File: config.mk
export PLATFORM = sky130hd
export DESIGN_NAME = spp_spi_port
export DESIGN_NICKNAME = d
export VERILOG_FILES = /design/src/spp_pkg.sv /design/src/spp_shift_if.sv /design/src/spp_shifter.sv /design/src/spp_spi_port.sv
export SDC_FILE = /design/constraint.sdc
export NUM_CORES = 1
export LEC_CHECK = 0
export BUFFER_PORTS_ARGS = -buffer_cell sky130_fd_sc_hd__buf_4
export CORE_UTILIZATION = 61
export CTS_BUF_LIST = sky130_fd_sc_hd__clkbuf_8
export CTS_CLUSTER_DIAMETER = 150
export DETAILED_ROUTE_END_ITERATION = 10
export PLACE_DENSITY_LB_ADDON = 0.05
export SLEW_MARGIN = 0
export SYNTH_ARGS = -nofsm -noshare
export SYNTH_HDL_FRONTEND = slang
export SYNTH_HIERARCHICAL = 1
export SYNTH_SLANG_ARGS = --single-unit
export TNS_END_PERCENT = 10
File: constraint.sdc
create_clock -name clk_i -period 5.35 [get_ports clk_i]
set_input_delay 1.07 -clock clk_i [delete_from_list [all_inputs] [get_ports clk_i]]
set_output_delay 1.07 -clock clk_i [all_outputs]
set_load 0.01 [all_outputs]
File: src/spp_pkg.sv
// Constants shared by the serial peripheral port design.
package spp_pkg;
	// Register indices; the byte address on the bus is four times the index.
	localparam logic [7:0] IDX_PORT_A_DIR = 8'h85;
	localparam logic [7:0] IDX_PORT_C_DIR = 8'h87;
	localparam logic [7:0] IDX_FLAGS = 8'h0c;
	localparam logic [7:0] IDX_BUF = 8'h13;
	localparam logic [7:0] IDX_CTRL = 8'h14;
	localparam logic [7:0] IDX_ENABLES = 8'h8c;
	localparam logic [7:0] IDX_STATUS = 8'h94;
	localparam logic [7:0] IDX_PIN_DATA = 8'h95;
	// Control register fields.
	localparam int CTRL_WRITE_COLLISION_FLAG = 7;
	localparam int CTRL_OVF = 6;
	localparam int CTRL_EN = 5;
	localparam int CTRL_CKP = 4;
	// Status register fields.
	localparam int STAT_SMP = 7;
	localparam int STAT_CKE = 6;
	localparam int STAT_BF = 0;
	// Interrupt flag and enable position of the serial port.
	localparam int FLAG_SERIAL = 3;
	localparam logic [7:0] FLAGS_MASK = 8'hcf;
	// Direction bits: port C bits 3..5, port A bit 5.
	localparam int DIR_SCK = 3;
	localparam int DIR_SDI = 4;
	localparam int DIR_SDO = 5;
	localparam int DIR_SS = 5;
	// Pin data bits used while a pin is a general purpose output.
	localparam int PD_SCK = 0;
	localparam int PD_SDI = 1;
	localparam int PD_SDO = 2;
	localparam int PD_SS = 3;
	// Values after reset.
	localparam logic [7:0] RST_REG = 8'h00;
	localparam logic [5:0] RST_DIR = 6'h3f;
	// Mode field encodings.
	localparam logic [3:0] MODE_M_DIV4 = 4'h0;
	localparam logic [3:0] MODE_M_DIV16 = 4'h1;
	localparam logic [3:0] MODE_M_DIV64 = 4'h2;
	localparam logic [3:0] MODE_M_TIMER = 4'h3;
	localparam logic [3:0] MODE_S_GATED = 4'h4;
	localparam logic [3:0] MODE_S_FREE = 4'h5;
	// Half bit periods in core clocks for the divided master rates.
	localparam logic [5:0] HALF_DIV4 = 6'd2;
	localparam logic [5:0] HALF_DIV16 = 6'd8;
	localparam logic [5:0] HALF_DIV64 = 6'd32;
	// Index of the last clock toggle of a byte and the index of the last bit.
	localparam logic [4:0] LAST_TOGGLE = 5'd15;
	localparam logic [2:0] LAST_BIT = 3'd7;
endpackage : spp_pkg

File: src/spp_shift_if.sv
// Link between the port control logic and its shift register.
`timescale 1ns/1ps
interface spp_shift_if;
	logic clear;
	logic load;
	logic [7:0] load_data;
	logic sample;
	logic shift;
	logic sin;
	logic sout;
	logic done;
	logic idle;
	logic [7:0] rx_data;
	modport ctrl (
		output clear, load, load_data, sample, shift, sin,
		input sout, done, idle, rx_data
	);
	modport shifter (
		input clear, load, load_data, sample, shift, sin,
		output sout, done, idle, rx_data
	);
endinterface : spp_shift_if

File: src/spp_shifter.sv
// Eight bit serial shift register, most significant bit first.
`timescale 1ns/1ps
module spp_shifter (
	input wire logic clk_i,
	input wire logic rst_i,
	spp_shift_if.shifter sh
);
	logic [7:0] sr_q;
	logic [2:0] cnt_q;
	logic sout_q;
	wire logic [7:0] sr_next = {sr_q[6:0], sh.sin};

	assign sh.rx_data = sr_next;
	assign sh.sout = sout_q;
	assign sh.idle = (cnt_q == 3'h0);
	assign sh.done = sh.sample & (cnt_q == spp_pkg::LAST_BIT);

	always_ff @(posedge clk_i) begin
		if (rst_i) begin
			sr_q <= spp_pkg::RST_REG;
			cnt_q <= 3'h0;
			sout_q <= 1'b0;
		end else if (sh.load) begin
			sr_q <= sh.load_data;
			sout_q <= sh.load_data[7];
			cnt_q <= 3'h0;
		end else if (sh.clear) begin
			// A deselect drops the partial count but keeps a word preloaded for the next frame.
			cnt_q <= 3'h0;
			sout_q <= sr_q[7];
		end else begin
			if (sh.sample) begin
				sr_q <= sr_next;
				cnt_q <= cnt_q + 3'h1;
			end
			if (sh.shift) begin
				// A sample in the same cycle already moved the next bit up.
				sout_q <= sh.sample ? sr_next[7] : sr_q[7];
			end
		end
	end
endmodule : spp_shifter

File: src/spp_spi_port.sv
// Serial peripheral port in its SPI role with a classic Wishbone register slave.
//
// Design decision made here: the Wishbone slave port.
`timescale 1ns/1ps
// Contract
// Shift register reachable only through transfer buffer.
// Port runs only while enable bit set.
// Software sets pin directions for serial roles.
// Opposite direction bit turns pin into output.
// Shift on programmed edge, capture on opposite.
// Master buffer write starts eight bit exchange.
// Master with clock input keeps receiving bytes.
// Slave shifts on external clock, flags eighth.
// Clock idle level follows polarity bit.
// Words travel most significant bit first.
// Master rate: four, sixteen, sixtyfour, timer/2.
// Slave works in sleep and wakes device.
// Gated slave needs mode four, select input.
// Select low drives output; high floats it.
// Select high resets gated slave logic.
// Slave with edge select one needs gating.
// Output pin as input stops transmit drive.
// Received byte fills buffer, sets full, flag.
// Write during exchange ignored, sets collision.
// Mode codes zero to three master, four/five slave.
// Slave byte into full buffer sets overflow.
// Clock and select pins synchronised, edges detected.
module spp_spi_port (
	input wire logic clk_i,
	input wire logic rst_i,
	input wire logic wb_cyc_i,
	input wire logic wb_stb_i,
	input wire logic wb_we_i,
	input wire logic [9:0] wb_adr_i,
	input wire logic [3:0] wb_sel_i,
	input wire logic [31:0] wb_dat_i,
	output logic [31:0] wb_dat_o,
	output logic wb_ack_o,
	input wire logic sck_i,
	output logic sck_o,
	output logic sck_oe_o,
	input wire logic sdi_i,
	output logic sdi_o,
	output logic sdi_oe_o,
	input wire logic sdo_i,
	output logic sdo_o,
	output logic sdo_oe_o,
	input wire logic ss_n_i,
	output logic ss_n_o,
	output logic ss_n_oe_o,
	input wire logic sleep_i,
	input wire logic period_timer_tick_i,
	output logic wake_o
);
	typedef enum logic {SPP_IDLE, SPP_RUN} spp_mst_e;

	spp_shift_if sh ();

	spp_shifter u_shifter (
		.clk_i(clk_i),
		.rst_i(rst_i),
		.sh(sh.shifter)
	);

	// Pin synchronisers: bit 2 clock, bit 1 select, bit 0 data in; reset shows idle pins.
	logic [2:0] meta_q;
	logic [2:0] sync_q;
	logic sck_prev_q;

	always_ff @(posedge clk_i) begin
		if (rst_i) begin
			meta_q <= 3'h2;
			sync_q <= 3'h2;
			sck_prev_q <= 1'b0;
		end else begin
			meta_q <= {sck_i, ss_n_i, sdi_i};
			sync_q <= meta_q;
			sck_prev_q <= sync_q[2];
		end
	end

	wire logic sck_sync = sync_q[2];
	wire logic ss_high = sync_q[1];
	wire logic sdi_sync = sync_q[0];
	wire logic s_rise = sck_sync & ~sck_prev_q;
	wire logic s_fall = ~sck_sync & sck_prev_q;

	// Registers.
	logic ack_q;
	logic [31:0] dat_q;
	logic [5:0] ctrl_q;
	logic write_collision_flag_q;
	logic ovf_q;
	logic [1:0] stat_q;
	logic bf_q;
	logic [7:0] flags_q;
	logic [7:0] ena_q;
	logic [7:0] buf_q;
	logic [5:0] dir_a_q;
	logic [5:0] dir_c_q;
	logic [3:0] pdat_q;
	logic wake_q;

	// Bus decode.
	wire logic bus_req = wb_cyc_i & wb_stb_i & ~ack_q;
	wire logic bus_wr = bus_req & wb_we_i & wb_sel_i[0];
	wire logic bus_rd = bus_req & ~wb_we_i;
	wire logic [7:0] idx = wb_adr_i[9:2];
	wire logic hit_flags = idx == spp_pkg::IDX_FLAGS;
	wire logic hit_buf = idx == spp_pkg::IDX_BUF;
	wire logic hit_ctrl = idx == spp_pkg::IDX_CTRL;
	wire logic hit_ena = idx == spp_pkg::IDX_ENABLES;
	wire logic hit_stat = idx == spp_pkg::IDX_STATUS;
	wire logic hit_dir_a = idx == spp_pkg::IDX_PORT_A_DIR;
	wire logic hit_dir_c = idx == spp_pkg::IDX_PORT_C_DIR;
	wire logic hit_pdat = idx == spp_pkg::IDX_PIN_DATA;
	wire logic [7:0] wdat = wb_dat_i[7:0];

	// Mode decode.
	wire logic en = ctrl_q[spp_pkg::CTRL_EN];
	wire logic clock_idle_polarity = ctrl_q[spp_pkg::CTRL_CKP];
	wire logic [3:0] mode = ctrl_q[3:0];
	wire logic input_sample_phase = stat_q[1];
	wire logic cke = stat_q[0];
	wire logic is_master = en & (mode[3:2] == 2'b00);
	wire logic is_slave = en & ((mode == spp_pkg::MODE_S_GATED) |
		(mode == spp_pkg::MODE_S_FREE));
	wire logic gated = en & (mode == spp_pkg::MODE_S_GATED) &
		dir_a_q[spp_pkg::DIR_SS];
	wire logic slave_hold = gated & ss_high;
	wire logic tx_on_rise = clock_idle_polarity ^ cke;
	wire logic sck_dir_in = dir_c_q[spp_pkg::DIR_SCK];

	// Master bit clock generator.
	spp_mst_e mst_q;
	logic [5:0] half_cnt_q;
	logic [4:0] tog_cnt_q;
	logic sck_int_q;

	wire logic mst_busy = mst_q == SPP_RUN;
	wire logic slv_busy = is_slave & ~sh.idle;
	wire logic xfer_busy = mst_busy | slv_busy;
	wire logic buf_wr = bus_wr & hit_buf;
	wire logic buf_wr_ok = buf_wr & ~xfer_busy;
	wire logic [5:0] half_len = (mode == spp_pkg::MODE_M_DIV4) ? spp_pkg::HALF_DIV4 :
		(mode == spp_pkg::MODE_M_DIV16) ? spp_pkg::HALF_DIV16 :
		spp_pkg::HALF_DIV64;
	wire logic half_end = half_cnt_q == (half_len - 6'd1);
	wire logic m_tick = (mode == spp_pkg::MODE_M_TIMER) ?
		period_timer_tick_i : half_end;
	wire logic m_tog = mst_busy & m_tick & ~sleep_i;
	wire logic m_rise = m_tog & ~sck_int_q;
	wire logic m_is_shift = m_rise ? tx_on_rise : ~tx_on_rise;
	wire logic m_start = is_master & ~mst_busy & ~sleep_i &
		(buf_wr_ok | sck_dir_in);
	wire logic m_last = m_tog & (tog_cnt_q == spp_pkg::LAST_TOGGLE);

	always_ff @(posedge clk_i) begin
		if (rst_i || !is_master) begin
			mst_q <= SPP_IDLE;
			half_cnt_q <= 6'h0;
			tog_cnt_q <= 5'h0;
			sck_int_q <= clock_idle_polarity;
		end else begin
			unique case (mst_q)
				SPP_IDLE: begin
					sck_int_q <= clock_idle_polarity;
					half_cnt_q <= 6'h0;
					tog_cnt_q <= 5'h0;
					if (m_start) begin
						mst_q <= SPP_RUN;
					end
				end
				SPP_RUN: begin
					half_cnt_q <= (m_tick || sleep_i) ? 6'h0 : half_cnt_q + 6'h1;
					if (m_tog) begin
						sck_int_q <= ~sck_int_q;
						tog_cnt_q <= tog_cnt_q + 5'h1;
					end
					if (m_last) begin
						mst_q <= SPP_IDLE;
					end
				end
			endcase
		end
	end

	// Shift and sample strobes.
	wire logic s_act = is_slave & ~slave_hold;
	wire logic s_shift = s_act & (tx_on_rise ? s_rise : s_fall);
	wire logic s_sample = s_act & (tx_on_rise ? s_fall : s_rise);
	wire logic m_shift = m_tog & m_is_shift;
	wire logic m_sample = input_sample_phase ? (m_tog & tog_cnt_q[0]) : (m_tog & ~m_is_shift);

	assign sh.clear = ~en | slave_hold;
	assign sh.load = buf_wr_ok & en;
	assign sh.load_data = wdat;
	assign sh.shift = m_shift | s_shift;
	assign sh.sample = m_sample | s_sample;
	assign sh.sin = sdi_sync;

	wire logic done = sh.done & en;
	wire logic rx_drop = done & is_slave & bf_q;
	wire logic rx_keep = done & ~rx_drop;

	// Bus registers and flags.
	always_ff @(posedge clk_i) begin
		if (rst_i) begin
			ctrl_q <= spp_pkg::RST_REG[5:0];
			stat_q <= 2'b00;
			ena_q <= spp_pkg::RST_REG;
			dir_a_q <= spp_pkg::RST_DIR;
			dir_c_q <= spp_pkg::RST_DIR;
			pdat_q <= 4'h0;
		end else if (bus_wr) begin
			if (hit_ctrl) begin
				ctrl_q <= wdat[5:0];
			end
			if (hit_stat) begin
				stat_q <= wdat[spp_pkg::STAT_SMP:spp_pkg::STAT_CKE];
			end
			if (hit_ena) begin
				ena_q <= wdat & spp_pkg::FLAGS_MASK;
			end
			if (hit_dir_a) begin
				dir_a_q <= wdat[5:0];
			end
			if (hit_dir_c) begin
				dir_c_q <= wdat[5:0];
			end
			if (hit_pdat) begin
				pdat_q <= wdat[3:0];
			end
		end
	end

	wire logic wr_ctrl = bus_wr & hit_ctrl;
	wire logic wr_flags = bus_wr & hit_flags;
	wire logic rd_buf = bus_rd & hit_buf;
	wire logic [7:0] flags_sw = wr_flags ? (wdat & spp_pkg::FLAGS_MASK) : flags_q;

	// Hardware sets win over software clears in the same cycle.
	always_ff @(posedge clk_i) begin
		if (rst_i) begin
			write_collision_flag_q <= 1'b0;
			ovf_q <= 1'b0;
			bf_q <= 1'b0;
			flags_q <= spp_pkg::RST_REG;
			buf_q <= spp_pkg::RST_REG;
			wake_q <= 1'b0;
		end else begin
			write_collision_flag_q <= (buf_wr & xfer_busy) |
				(wr_ctrl ? wdat[spp_pkg::CTRL_WRITE_COLLISION_FLAG] : write_collision_flag_q);
			ovf_q <= rx_drop | (wr_ctrl ? wdat[spp_pkg::CTRL_OVF] : ovf_q);
			bf_q <= rx_keep | (bf_q & ~rd_buf);
			flags_q <= flags_sw | ({7'h0, done} << spp_pkg::FLAG_SERIAL);
			if (rx_keep) begin
				buf_q <= sh.rx_data;
			end else if (buf_wr_ok) begin
				buf_q <= wdat;
			end
			wake_q <= sleep_i & (wake_q | (done & is_slave));
		end
	end

	// Read multiplexer; unmapped indices read as zero.
	wire logic [7:0] ctrl_rd = {write_collision_flag_q, ovf_q, ctrl_q};
	wire logic [7:0] stat_rd = {stat_q, 5'h00, bf_q};
	wire logic [7:0] rd_mux = hit_flags ? flags_q :
		hit_buf ? buf_q :
		hit_ctrl ? ctrl_rd :
		hit_ena ? ena_q :
		hit_stat ? stat_rd :
		hit_dir_a ? {2'b00, dir_a_q} :
		hit_dir_c ? {2'b00, dir_c_q} :
		hit_pdat ? {4'h0, pdat_q} : 8'h00;

	always_ff @(posedge clk_i) begin
		if (rst_i) begin
			ack_q <= 1'b0;
			dat_q <= 32'h0;
		end else begin
			ack_q <= bus_req;
			dat_q <= bus_rd ? {24'h0, rd_mux} : 32'h0;
		end
	end

	// Pin drivers: a cleared direction bit makes the pin an output.
	wire logic sck_serial = is_master & ~sck_dir_in;
	wire logic sdo_serial = en & ~dir_c_q[spp_pkg::DIR_SDO];
	wire logic sck_o_d = sck_serial ? sck_int_q : pdat_q[spp_pkg::PD_SCK];
	wire logic sdo_o_d = sdo_serial ? sh.sout : pdat_q[spp_pkg::PD_SDO];
	wire logic sdo_oe_d = ~dir_c_q[spp_pkg::DIR_SDO] & ~slave_hold;
	logic sck_q;
	logic sck_oe_q;
	logic sdi_q;
	logic sdi_oe_q;
	logic sdo_q;
	logic sdo_oe_q;
	logic ss_q;
	logic ss_oe_q;

	always_ff @(posedge clk_i) begin
		if (rst_i) begin
			sck_q <= 1'b0;
			sck_oe_q <= 1'b0;
			sdi_q <= 1'b0;
			sdi_oe_q <= 1'b0;
			sdo_q <= 1'b0;
			sdo_oe_q <= 1'b0;
			ss_q <= 1'b0;
			ss_oe_q <= 1'b0;
		end else begin
			sck_q <= sck_o_d;
			sck_oe_q <= ~dir_c_q[spp_pkg::DIR_SCK];
			sdi_q <= pdat_q[spp_pkg::PD_SDI];
			sdi_oe_q <= ~dir_c_q[spp_pkg::DIR_SDI];
			sdo_q <= sdo_o_d;
			sdo_oe_q <= sdo_oe_d;
			ss_q <= pdat_q[spp_pkg::PD_SS];
			ss_oe_q <= ~dir_a_q[spp_pkg::DIR_SS];
		end
	end

	assign wb_ack_o = ack_q;
	assign wb_dat_o = dat_q;
	assign sck_o = sck_q;
	assign sck_oe_o = sck_oe_q;
	assign sdi_o = sdi_q;
	assign sdi_oe_o = sdi_oe_q;
	assign sdo_o = sdo_q;
	assign sdo_oe_o = sdo_oe_q;
	assign ss_n_o = ss_q;
	assign ss_n_oe_o = ss_oe_q;
	assign wake_o = wake_q;
endmodule : spp_spi_port

* Yosys cells after proc, flatten, opt, wreduce, memory -nomap -nowiden
Cells that the tools add are included. Widths: inputs -> output; s select.
Word-level totals: word-level logic and storage cells 187, register bits 123, output and inout port bits 42
Operators by class: bitwise operators 75, eq/ne operators 18, add/sub/neg operators 4, reduce and logical (&&, ||, !) cells 18, mux-type cells 39
Operator list (count):
- $mux 8 | 11
- $and 1x1->1 | 43
- $eq 8x8->1 const B | 5
- $mux 6 | 5
- $not 1->1 | 20
- $mux 1 | 17
- $eq 8x5->1 const B | 2
- $reduce_and 2->1 | 7
- $pmux 6 s2 | 1
- $or 1x1->1 | 10
- $pmux 5 s2 | 1
- $eq 4x3->1 const B | 2
- $eq 8x4->1 const B | 1
- $or 8x4->8 | 1
- $add 6x1->6 const B | 1
- $eq 6x6->1 | 1
- $sub 6x1->6 const B | 1
- $add 5x1->5 const B | 1
- $eq 5x4->1 const B | 1
- $mux 5 | 1
- $eq 4x1->1 const B | 1
- $eq 4x2->1 const B | 1
- $logic_not 4->1 | 1
- $mux 4 | 1
- 14 further kinds | 18

* Depth between registers and ports, before layout
Gate-level depths: netlist of the first run.
depth in word-level cells 21, gate-level depth with buffers 14, depth with buffers taken out 10

* Cells and area by module
Netlist of the first run, hierarchy kept.
Modules (own cells, without submodules):
- spp_spi_port | area an instance 4015.1 µm², cells an instance 442, instances 1, sequential area each 1711.6 µm²
- spp_shifter | area an instance 733.2 µm², cells an instance 75, instances 1, sequential area each 240.2 µm²

* Worst setup path after synthesis of the first run
OpenSTA, ideal clock, no wires.
kind in2reg, start point input port wb_adr_i[7], end point register u_shifter.sr_q[0], path buffers 4, setup slack 1.949 ns, stages 10, arrival time 3.286 ns, library setup time 0.115 ns, path through or4b_1 buf_2 or3_1 or3_1 buf_6 nor2_1 buf_2 clkbuf_1 a21oi_1 o21a_1
On the way: longest elaborated chain between the ends 6
RTL lines:
- start, declared | RTL line spp_spi_port.sv:34 | input wire logic [9:0] wb_adr_i,
- $eq 8x5->1 * | RTL line spp_spi_port.sv:110 | wire logic hit_buf = idx == spp_pkg::IDX_BUF;
- $and 1x1->1 * | RTL line spp_spi_port.sv:143 | wire logic buf_wr = bus_wr & hit_buf;
- $and 1x1->1 * | RTL line spp_spi_port.sv:144 | wire logic buf_wr_ok = buf_wr & ~xfer_busy;
- $and 1x1->1 * | RTL line spp_spi_port.sv:196 | assign sh.load = buf_wr_ok & en;
- named net sh.load | RTL line spp_shift_if.sv:5 | logic load;
- $ne 2x1->1 (no line) or $reduce_bool 2->1 (tied branches)
- $reduce_and 2->1 (no line)
- end signal, assigned | RTL line spp_shifter.sv:20 | sr_q <= spp_pkg::RST_REG;
- end signal, assigned | RTL line spp_shifter.sv:24 | sr_q <= sh.load_data;
- end signal, assigned | RTL line spp_shifter.sv:33 | sr_q <= sr_next;
- end, declared | RTL line spp_shifter.sv:8 | logic [7:0] sr_q;
The timed path passes the listed nets; every way through them passes the cells marked *. A chain may end at the register's enable or synchronous reset.

* Worst setup path in the final report of the first run
start point input port sleep_i, end point register buf_q[5]
On the way: longest elaborated chain between the ends 15
RTL lines:
- start, declared | RTL line spp_spi_port.sv:51 | input wire logic sleep_i,
- $not 1->1 * | RTL line spp_spi_port.sv:151 | wire logic m_tog = mst_busy & m_tick & ~sleep_i;
- $and 1x1->1 * | RTL line spp_spi_port.sv:151
- $and 1x1->1 | RTL line spp_spi_port.sv:152 | wire logic m_rise = m_tog & ~sck_int_q;
- $mux 1 | RTL line spp_spi_port.sv:153 | wire logic m_is_shift = m_rise ? tx_on_rise : ~tx_on_rise;
- $not 1->1 | RTL line spp_spi_port.sv:193 | wire logic m_sample = input_sample_phase ? (m_tog & tog_cnt_q[0]) : (m_tog & ~m_is_shift);
- $and 1x1->1 | RTL line spp_spi_port.sv:193
- $mux 1 * | RTL line spp_spi_port.sv:193
- $or 1x1->1 * | RTL line spp_spi_port.sv:199 | assign sh.sample = m_sample | s_sample;
- named net sh.sample | RTL line spp_shift_if.sv:7 | logic sample;
- $and 1x1->1 * | RTL line spp_shifter.sv:16 | assign sh.done = sh.sample & (cnt_q == spp_pkg::LAST_BIT);
- named net sh.done | RTL line spp_shift_if.sv:11 | logic done;
- $and 1x1->1 * | RTL line spp_spi_port.sv:202 | wire logic done = sh.done & en;
- $and 1x1->1 (2 in a row) | RTL line spp_spi_port.sv:203 | wire logic rx_drop = done & is_slave & bf_q;
- $not 1->1 | RTL line spp_spi_port.sv:204 | wire logic rx_keep = done & ~rx_drop;
- $and 1x1->1 * | RTL line spp_spi_port.sv:204
- $mux 8 or $reduce_bool 2->1 (tied branches)
- end signal, assigned | RTL line spp_spi_port.sv:249 | buf_q <= spp_pkg::RST_REG;
- end signal, assigned | RTL line spp_spi_port.sv:258 | buf_q <= sh.rx_data;
- end signal, assigned | RTL line spp_spi_port.sv:260 | buf_q <= wdat;
- end, declared | RTL line spp_spi_port.sv:98 | logic [7:0] buf_q;
Marks and branches as above.

==> metrics.txt, run 1 <==
global-route wire length before repair 17.1 mm; core region area 0.00737 mm2; unrepaired setup endpoints after global routing no; Ports 99; slew margin rel. 0.459; number of clock buffers inserted by TritonCTS 9; worst slew pin tran 0.806 ns; cell types with the largest area share after synthesis sky130_fd_sc_hd__dfxtp_1 (40%), sky130_fd_sc_hd__mux2i_1 (9.7%), sky130_fd_sc_hd__nor2_1 (5.7%); area overhead of the layout relative to synthesis 7.96%; DPL Wire Length 7.32 mm; routability cong. 0.875; initial antenna violation count 0; reg-to-reg startpoint ctrl_q[3]; average instance area after synthesis 9.18 um2; top cell types by occurrence after synthesis sky130_fd_sc_hd__dfxtp_1 (96), sky130_fd_sc_hd__nor2_1 (72), sky130_fd_sc_hd__mux2i_1 (46), sky130_fd_sc_hd__buf_4 (32), sky130_fd_sc_hd__nand2_1 (26); share of total power in sequential cells 0.594; number of sinks driven by the clock tree 97; area used by multi-input combinational logic 0.00246 mm2; Initial Util 0.644; Post CTS Setup Buffer Count 0; net switching fraction of the power 0.250; fraction of final layout cells with drive strength greater than 1 0.154; vias in the first global route 3454; part of the power in the clock network 0.349; clock insertion delay at the later pin of the skew report 0.37 ns; number of DRC markers in iteration 0 163; time the final worst path needs with I/O delays and setup 3.66 ns; final setup violating endpoints 0; number of nets in the layout 605; required time of the worst setup path 5.63 ns; total internal power 0.917 mW; largest driver fanout on the critical path 17; number of input and output port buffers inserted 44; Tcrit/Tclk final 0.684; die height 90.2 um; clock skew after layout 0.00880 ns; critical path data arrival time 3.93 ns; IR Drop Worst-Case VDD 0.145 mV; pin count of the biggest net entering global routing 79; total wirelength of the detailed-routed design 10.3 mm; first-pass iteration count of the detailed router 4; via density per instance 5.63; count of flip-flops with a built-in enable after synthesis 1; CTS root buf sky130_fd_sc_hd__clkbuf_8; overall track demand over capacity in global routing 0.266; Main synth FF type sky130_fd_sc_hd__dfxtp_1; maximum buffer depth of the clock tree 2; outcome complete, no violations; Clock Pin Slew Worst Setup and Hold Paths 0.09 ns; Leakage 2.08 nW; final slew viol count 0; largest area contributor in the synthesized netlist sky130_fd_sc_hd__dfxtp_1; total negative slack 0 ns; register bit total from synthesis 97; Yosys cell types 59; total via count after detailed routing 3638; path type of the worst setup path in2reg; horizontal die dimension 90.2 um; highest achievable clock rate 273 MHz; CTS tree built; Crit. End Element register; NetSw 0.306 mW; most common cell in the synthesized netlist sky130_fd_sc_hd__dfxtp_1; max-capacitance violation count 0; sort of element at the start of the critical path primary input; WL met2 4.75 mm; Cells after Synth 517; post-layout utilization of the core 0.696; Syn Std Cell Area 0.00475 mm2; H-tree lvl count 3; internal reg-to-reg setup slack 1.84 ns; combinational cell fraction of total power 0.057; antenna violation net count after detailed routing 0; number of buffers inserted for hold repair after clock tree synthesis 0; sequential cell area 0.00195 mm2; Power, Total 1.22 mW; Die Area 0.00814 mm2; top sig layer met4; Antenna Cells 0; register area share after synthesis 0.411; endpoints failing hold 0; worst hold path type reg2reg; share of synthesized registers carrying an async set or reset 0; Syn. warnings 6; hold path start meta_q[1]; FILL cells 607; share of Yosys cell area claimed by the top area cell type 0.405; number of gates resized after cts 0; M1 wire length 4.87 mm; beginning of the critical path sleep_i; Remaining DRCs 0; total length of routed met3 wires 396 um; site row count 31; areal power density over the cells 239 mW/mm2; Avg WL per Cell 15.9 um; aggregate global routing overflow 0
## path summary, 6_finish.rpt
| check | depth (start not counted) | endpoint |
|---|---|---|
| max | 9 | buf_q[5] |
| min | 1 | sync_q[1] |
| max reg2reg | 9 | buf_q[5] |
| min reg2reg | 1 | sync_q[1] |
## per-layer routing
layer,vias up,global-route usage
met5,-,0
met4,0,0.114
met3,22,0.0440
met2,91,0.426
met1,1717,0.355
li1,1808,-
## power groups by stage
stage	logic, mW	registers (mW)	clock network [mW]
after detailed placement	0.0687	0.743	0
final	0.0697	0.726	0.427
after floorplan	0.0495	0.743	0
after CTS	0.0689	0.726	0.437
after global routing	0.0757	0.726	0.464
after global placement	0.0679	0.743	0
## metrics by stage
step / setup WS, ns / instance area (um2) / std cells / hold slack (ns)
2_1_floorplan: 1.95 / 4830 / 540 / 0.389
3_3_place_gp: 1.38 / 4950 / 630 / 0.405
3_5_place_dp: 1.31 / 4950 / 630 / 0.401
4_1_cts: 1.70 / 5130 / 646 / 0.427
5_1_grt: 1.48 / 5130 / 646 / 0.436
6_report: 1.69 / 5130 / 646 / 0.430
## flip-flops by register name, indices dropped and copies added, names as in the netlist, 2 cells and up
name / flops
buf_q: 8
u_shifter/sr_q: 8
wb_dat_o: 8
ctrl_q: 6
dir_a_q: 6
dir_c_q: 6
ena_q: 6
flags_q: 6
half_cnt_q: 6
tog_cnt_q: 5
pdat_q: 4
meta_q: 3
sync_q: 3
u_shifter/cnt_q: 3
stat_q: 2
## cells in the final DEF, fill, tap and decap left out, drive strengths merged, types with 6 or more instances in the layout
| cell type | count |
|---|---|
| clkbuf | 9 |
| nor3 | 11 |
| or3 | 7 |
| mux2 | 8 |
| ha | 6 |
| nand3b | 6 |
| buf | 48 |
| a21oi | 22 |
| inv | 17 |
| nor2b | 25 |
| o21ai | 7 |
| a211oi | 11 |
| o21a | 7 |
| a211o | 12 |
| nand3 | 6 |
| a22oi | 6 |
| mux2i | 46 |
| nor2 | 72 |
| dfxtp | 96 |
| nand2 | 26 |
| conb | 24 |
## layout make-up
cell class | count | area share
flip-flops and latches | 97 | 0.381
inverters | 15 | 0.0110
multi-input cells | 371 | 0.480
repair buffers | 48 | 0.0703
clock buffers | 9 | 0.0242
well taps | 99 | 0.0242
clock inverters | 7 | 0.00928
## cells by family (layout without fill, tap and decap cells)
logic type | count (synthesis) | in the layout | synth area share
adders and majority gates | 6 | 6 | 0.0158
other | 1 | 24 | 0.000790
AOI/OAI and AO/OA | 89 | 89 | 0.137
buffers and inverters | 72 | 79 | 0.0885
muxes | 54 | 54 | 0.121
DFF | 97 | 97 | 0.411
xor gates and xnor gates | 8 | 8 | 0.0148
and+or+nand+nor | 190 | 190 | 0.211
## worst max-delay path: stages
cell and delay [ns]:
sky130_fd_sc_hd__buf_4 0.14, sky130_fd_sc_hd__or3_1 0.40, sky130_fd_sc_hd__o32ai_2 0.53, sky130_fd_sc_hd__nand2_1 0.15, sky130_fd_sc_hd__o22ai_1 0.62, sky130_fd_sc_hd__and2_1 0.30
sky130_fd_sc_hd__nand2_1 0.09, sky130_fd_sc_hd__a21o_1 0.35, sky130_fd_sc_hd__a211oi_1 0.28
Power figures use the tool's default switching activity.
==> run 2, diff against run 1 <==
--- a/config.mk
+++ b/config.mk
@@ -6,7 +6,7 @@
 export NUM_CORES = 1
 export LEC_CHECK = 0
 export BUFFER_PORTS_ARGS = -buffer_cell sky130_fd_sc_hd__buf_4
-export CORE_UTILIZATION = 61
+export CORE_UTILIZATION = 57
 export CTS_BUF_LIST = sky130_fd_sc_hd__clkbuf_8
 export CTS_CLUSTER_DIAMETER = 150
 export DETAILED_ROUTE_END_ITERATION = 10
==> constraint.sdc (replaced) <==
create_clock -name clk_i -period 3.6 [get_ports clk_i]
set_input_delay 0.72 -clock clk_i [delete_from_list [all_inputs] [get_ports clk_i]]
set_output_delay 0.72 -clock clk_i [all_outputs]
set_load 0.01 [all_outputs]
==> metrics.txt, run 2 (same netlist as run 1, synthesis figures left out) <==
outcome complete, no violations; reg-to-reg startpoint ctrl_q[2]; combinational cell fraction of total power 0.056 (about the same); final setup violating endpoints 0 (unchanged); total via count after detailed routing 3683 (+1.2%); beginning of the critical path ctrl_q[2]; number of nets in the layout 610 (+0.83%); worst slew pin tran 0.753 ns (-0.0524 ns); number of DRC markers in iteration 0 211 (+29%); final slew viol count 0 (unchanged); Worst Setup Slack, final 0.752 ns (-0.941 ns); Crit. End Element register; sort of element at the start of the critical path register; Remaining DRCs 0 (unchanged); number of clock buffers inserted by TritonCTS 9 (unchanged); post-layout utilization of the core 0.659 (-0.0365); areal power density over the cells 368 mW/mm2 (+54%); first-pass iteration count of the detailed router 5 (+1); number of input and output port buffers inserted 44 (unchanged); slew margin rel. 0.494 (+0.0352); area used by multi-input combinational logic 0.00246 mm2 (unchanged); CTS root buf sky130_fd_sc_hd__clkbuf_8; placed cell count 638 (+1.3%); number of sinks driven by the clock tree 97 (unchanged); Initial Util 0.602 (-0.0423); peak per-stage delay on the critical path 0.40 ns (-0.22 ns); Die Area 0.00870 mm2 (+6.9%); maximum buffer depth of the clock tree 2 (unchanged); total negative slack 0 ns (unchanged); Clock Pin Slew Worst Setup and Hold Paths 0.09 ns (about the same); critical path data arrival time 3.08 ns (-0.85 ns); Tcrit/Tclk final 0.791; required time of the worst setup path 3.83 ns (-1.80 ns); most numerous cell on the critical path sky130_fd_sc_hd__nand2_1; FILL cells 684 (+13%); hold path start meta_q[1]; Leakage 2.12 nW (+1.7%); cell with the largest stage delay on the worst path sky130_fd_sc_hd__dfxtp_1; sequence of cells on the critical path nor3_1 > mux2_2 > o32ai_2 > nand2_1 > o22ai_1 > and2_1 > nand2_1 > a21o_1 > nor2_1 > a211oi_1; DPL Wire Length 7.44 mm (+1.7%); worst hold path type reg2reg; CTS tree built; Post CTS Setup Buffer Count 0 (unchanged); commonest non-fill, non-tap cell in the layout sky130_fd_sc_hd__dfxtp_1; antenna violation net count after detailed routing 0 (unchanged); IR Drop Worst-Case VDD 0.239 mV (+64%); part of the power in the clock network 0.380 (+0.031); endpoints failing hold 0 (unchanged); highest-count cells in the layout ignoring fill and taps sky130_fd_sc_hd__dfxtp_1 (96), sky130_fd_sc_hd__nor2_1 (72), sky130_fd_sc_hd__buf_4 (53); site row count 32 (+3.2%); global-route wire length before repair 17.2 mm (+0.44%); via density per instance 5.65 (+0.31%); clock skew after layout 0.0120 ns (+0.00323 ns); horizontal die dimension 93.3 um (+3.4%); Ports 99 (unchanged); worst hold margin 0.422 ns (-0.00855 ns); max-capacitance violation count 0 (unchanged); core region area 0.00789 mm2 (+7.0%); Setup Slack @ Placement 0.493 ns (-0.821 ns); area after detailed placement 0.00500 mm2 (+0.83%); die height 93.3 um (+3.4%); unrepaired setup endpoints after global routing no; time the final worst path needs with I/O delays and setup 2.85 ns; area overhead of the layout relative to synthesis 9.49%; initial antenna violation count 0 (unchanged); share of total power in sequential cells 0.564 (-0.030); net switching fraction of the power 0.224 (-0.0260); overall track demand over capacity in global routing 0.258 (-0.00846); highest achievable clock rate 351 MHz; fraction of final layout cells with drive strength greater than 1 0.160 (+0.00644); Avg WL per Cell 16.2 um (+1.7%); path type of the worst setup path reg2reg; number of gates resized after cts 0 (unchanged); Antenna Cells 0 (unchanged); Power, Total 1.91 mW (+56%); largest driver fanout on the critical path 17 (unchanged); Layout Cell Area excl Fill 0.00520 mm2 (+1.4%); total internal power 1.48 mW (+62%); NetSw 0.428 mW (+40%); sequential cell area 0.00195 mm2 (unchanged); routability cong. 0.892 (+2.0%); total wirelength of the detailed-routed design 10.5 mm (+2.7%); aggregate global routing overflow 0 (unchanged); final standard cell count with taps included and fillers excluded 652 (+0.93%); clock insertion delay at the later pin of the skew report 0.36 ns (about the same); vias in the first global route 3466 (+0.35%); H-tree lvl count 3 (unchanged); pin count of the biggest net entering global routing 56 (-29%); number of buffers inserted for hold repair after clock tree synthesis 0 (unchanged)
run 2: worst max-delay path, delay by kind of cell, from the launching register on:
family	cells	cell delay, ns
compound gates	4	0.97
simple gates	5	0.95
flops	1	0.40
mux	1	0.40
run 2: area by class of cell:
cell class              instances  area share
well taps                     102      0.0245
clock buffers                  12      0.0318
repair buffers                 53      0.0765
flip-flops and latches         97       0.375
inverters                      15      0.0108
clock inverters                 2     0.00722
multi-input cells             371       0.474
run 2: path summary, 6_finish.rpt:
kind                to  slack (ns)  cells after the start
max reg2reg   buf_q[1]        0.75                     10
min          sync_q[1]        0.42                      1
min reg2reg  sync_q[1]        0.42                      1
max           buf_q[1]        0.75                     10
run 2: power by group through the flow:
stage | combinational, mW | sequential (mW) | clock (mW)
floorplan | 0.0736 | 1.10 | 0
global placement | 0.103 | 1.10 | 0
detailed placement | 0.105 | 1.10 | 0
CTS | 0.106 | 1.08 | 0.741
global route | 0.117 | 1.08 | 0.781
finish | 0.107 | 1.08 | 0.727
run 2: routing by layer:
layer	wire length, um	part of all wire	vias to the layer above	global-route usage
li1	-	-	1813	-
met1	4890	0.46	1743	0.338
met2	4840	0.46	107	0.420
met3	569	0.054	20	0.0577
met4	251	0.024	0	0.0859
met5	0	0	-	0
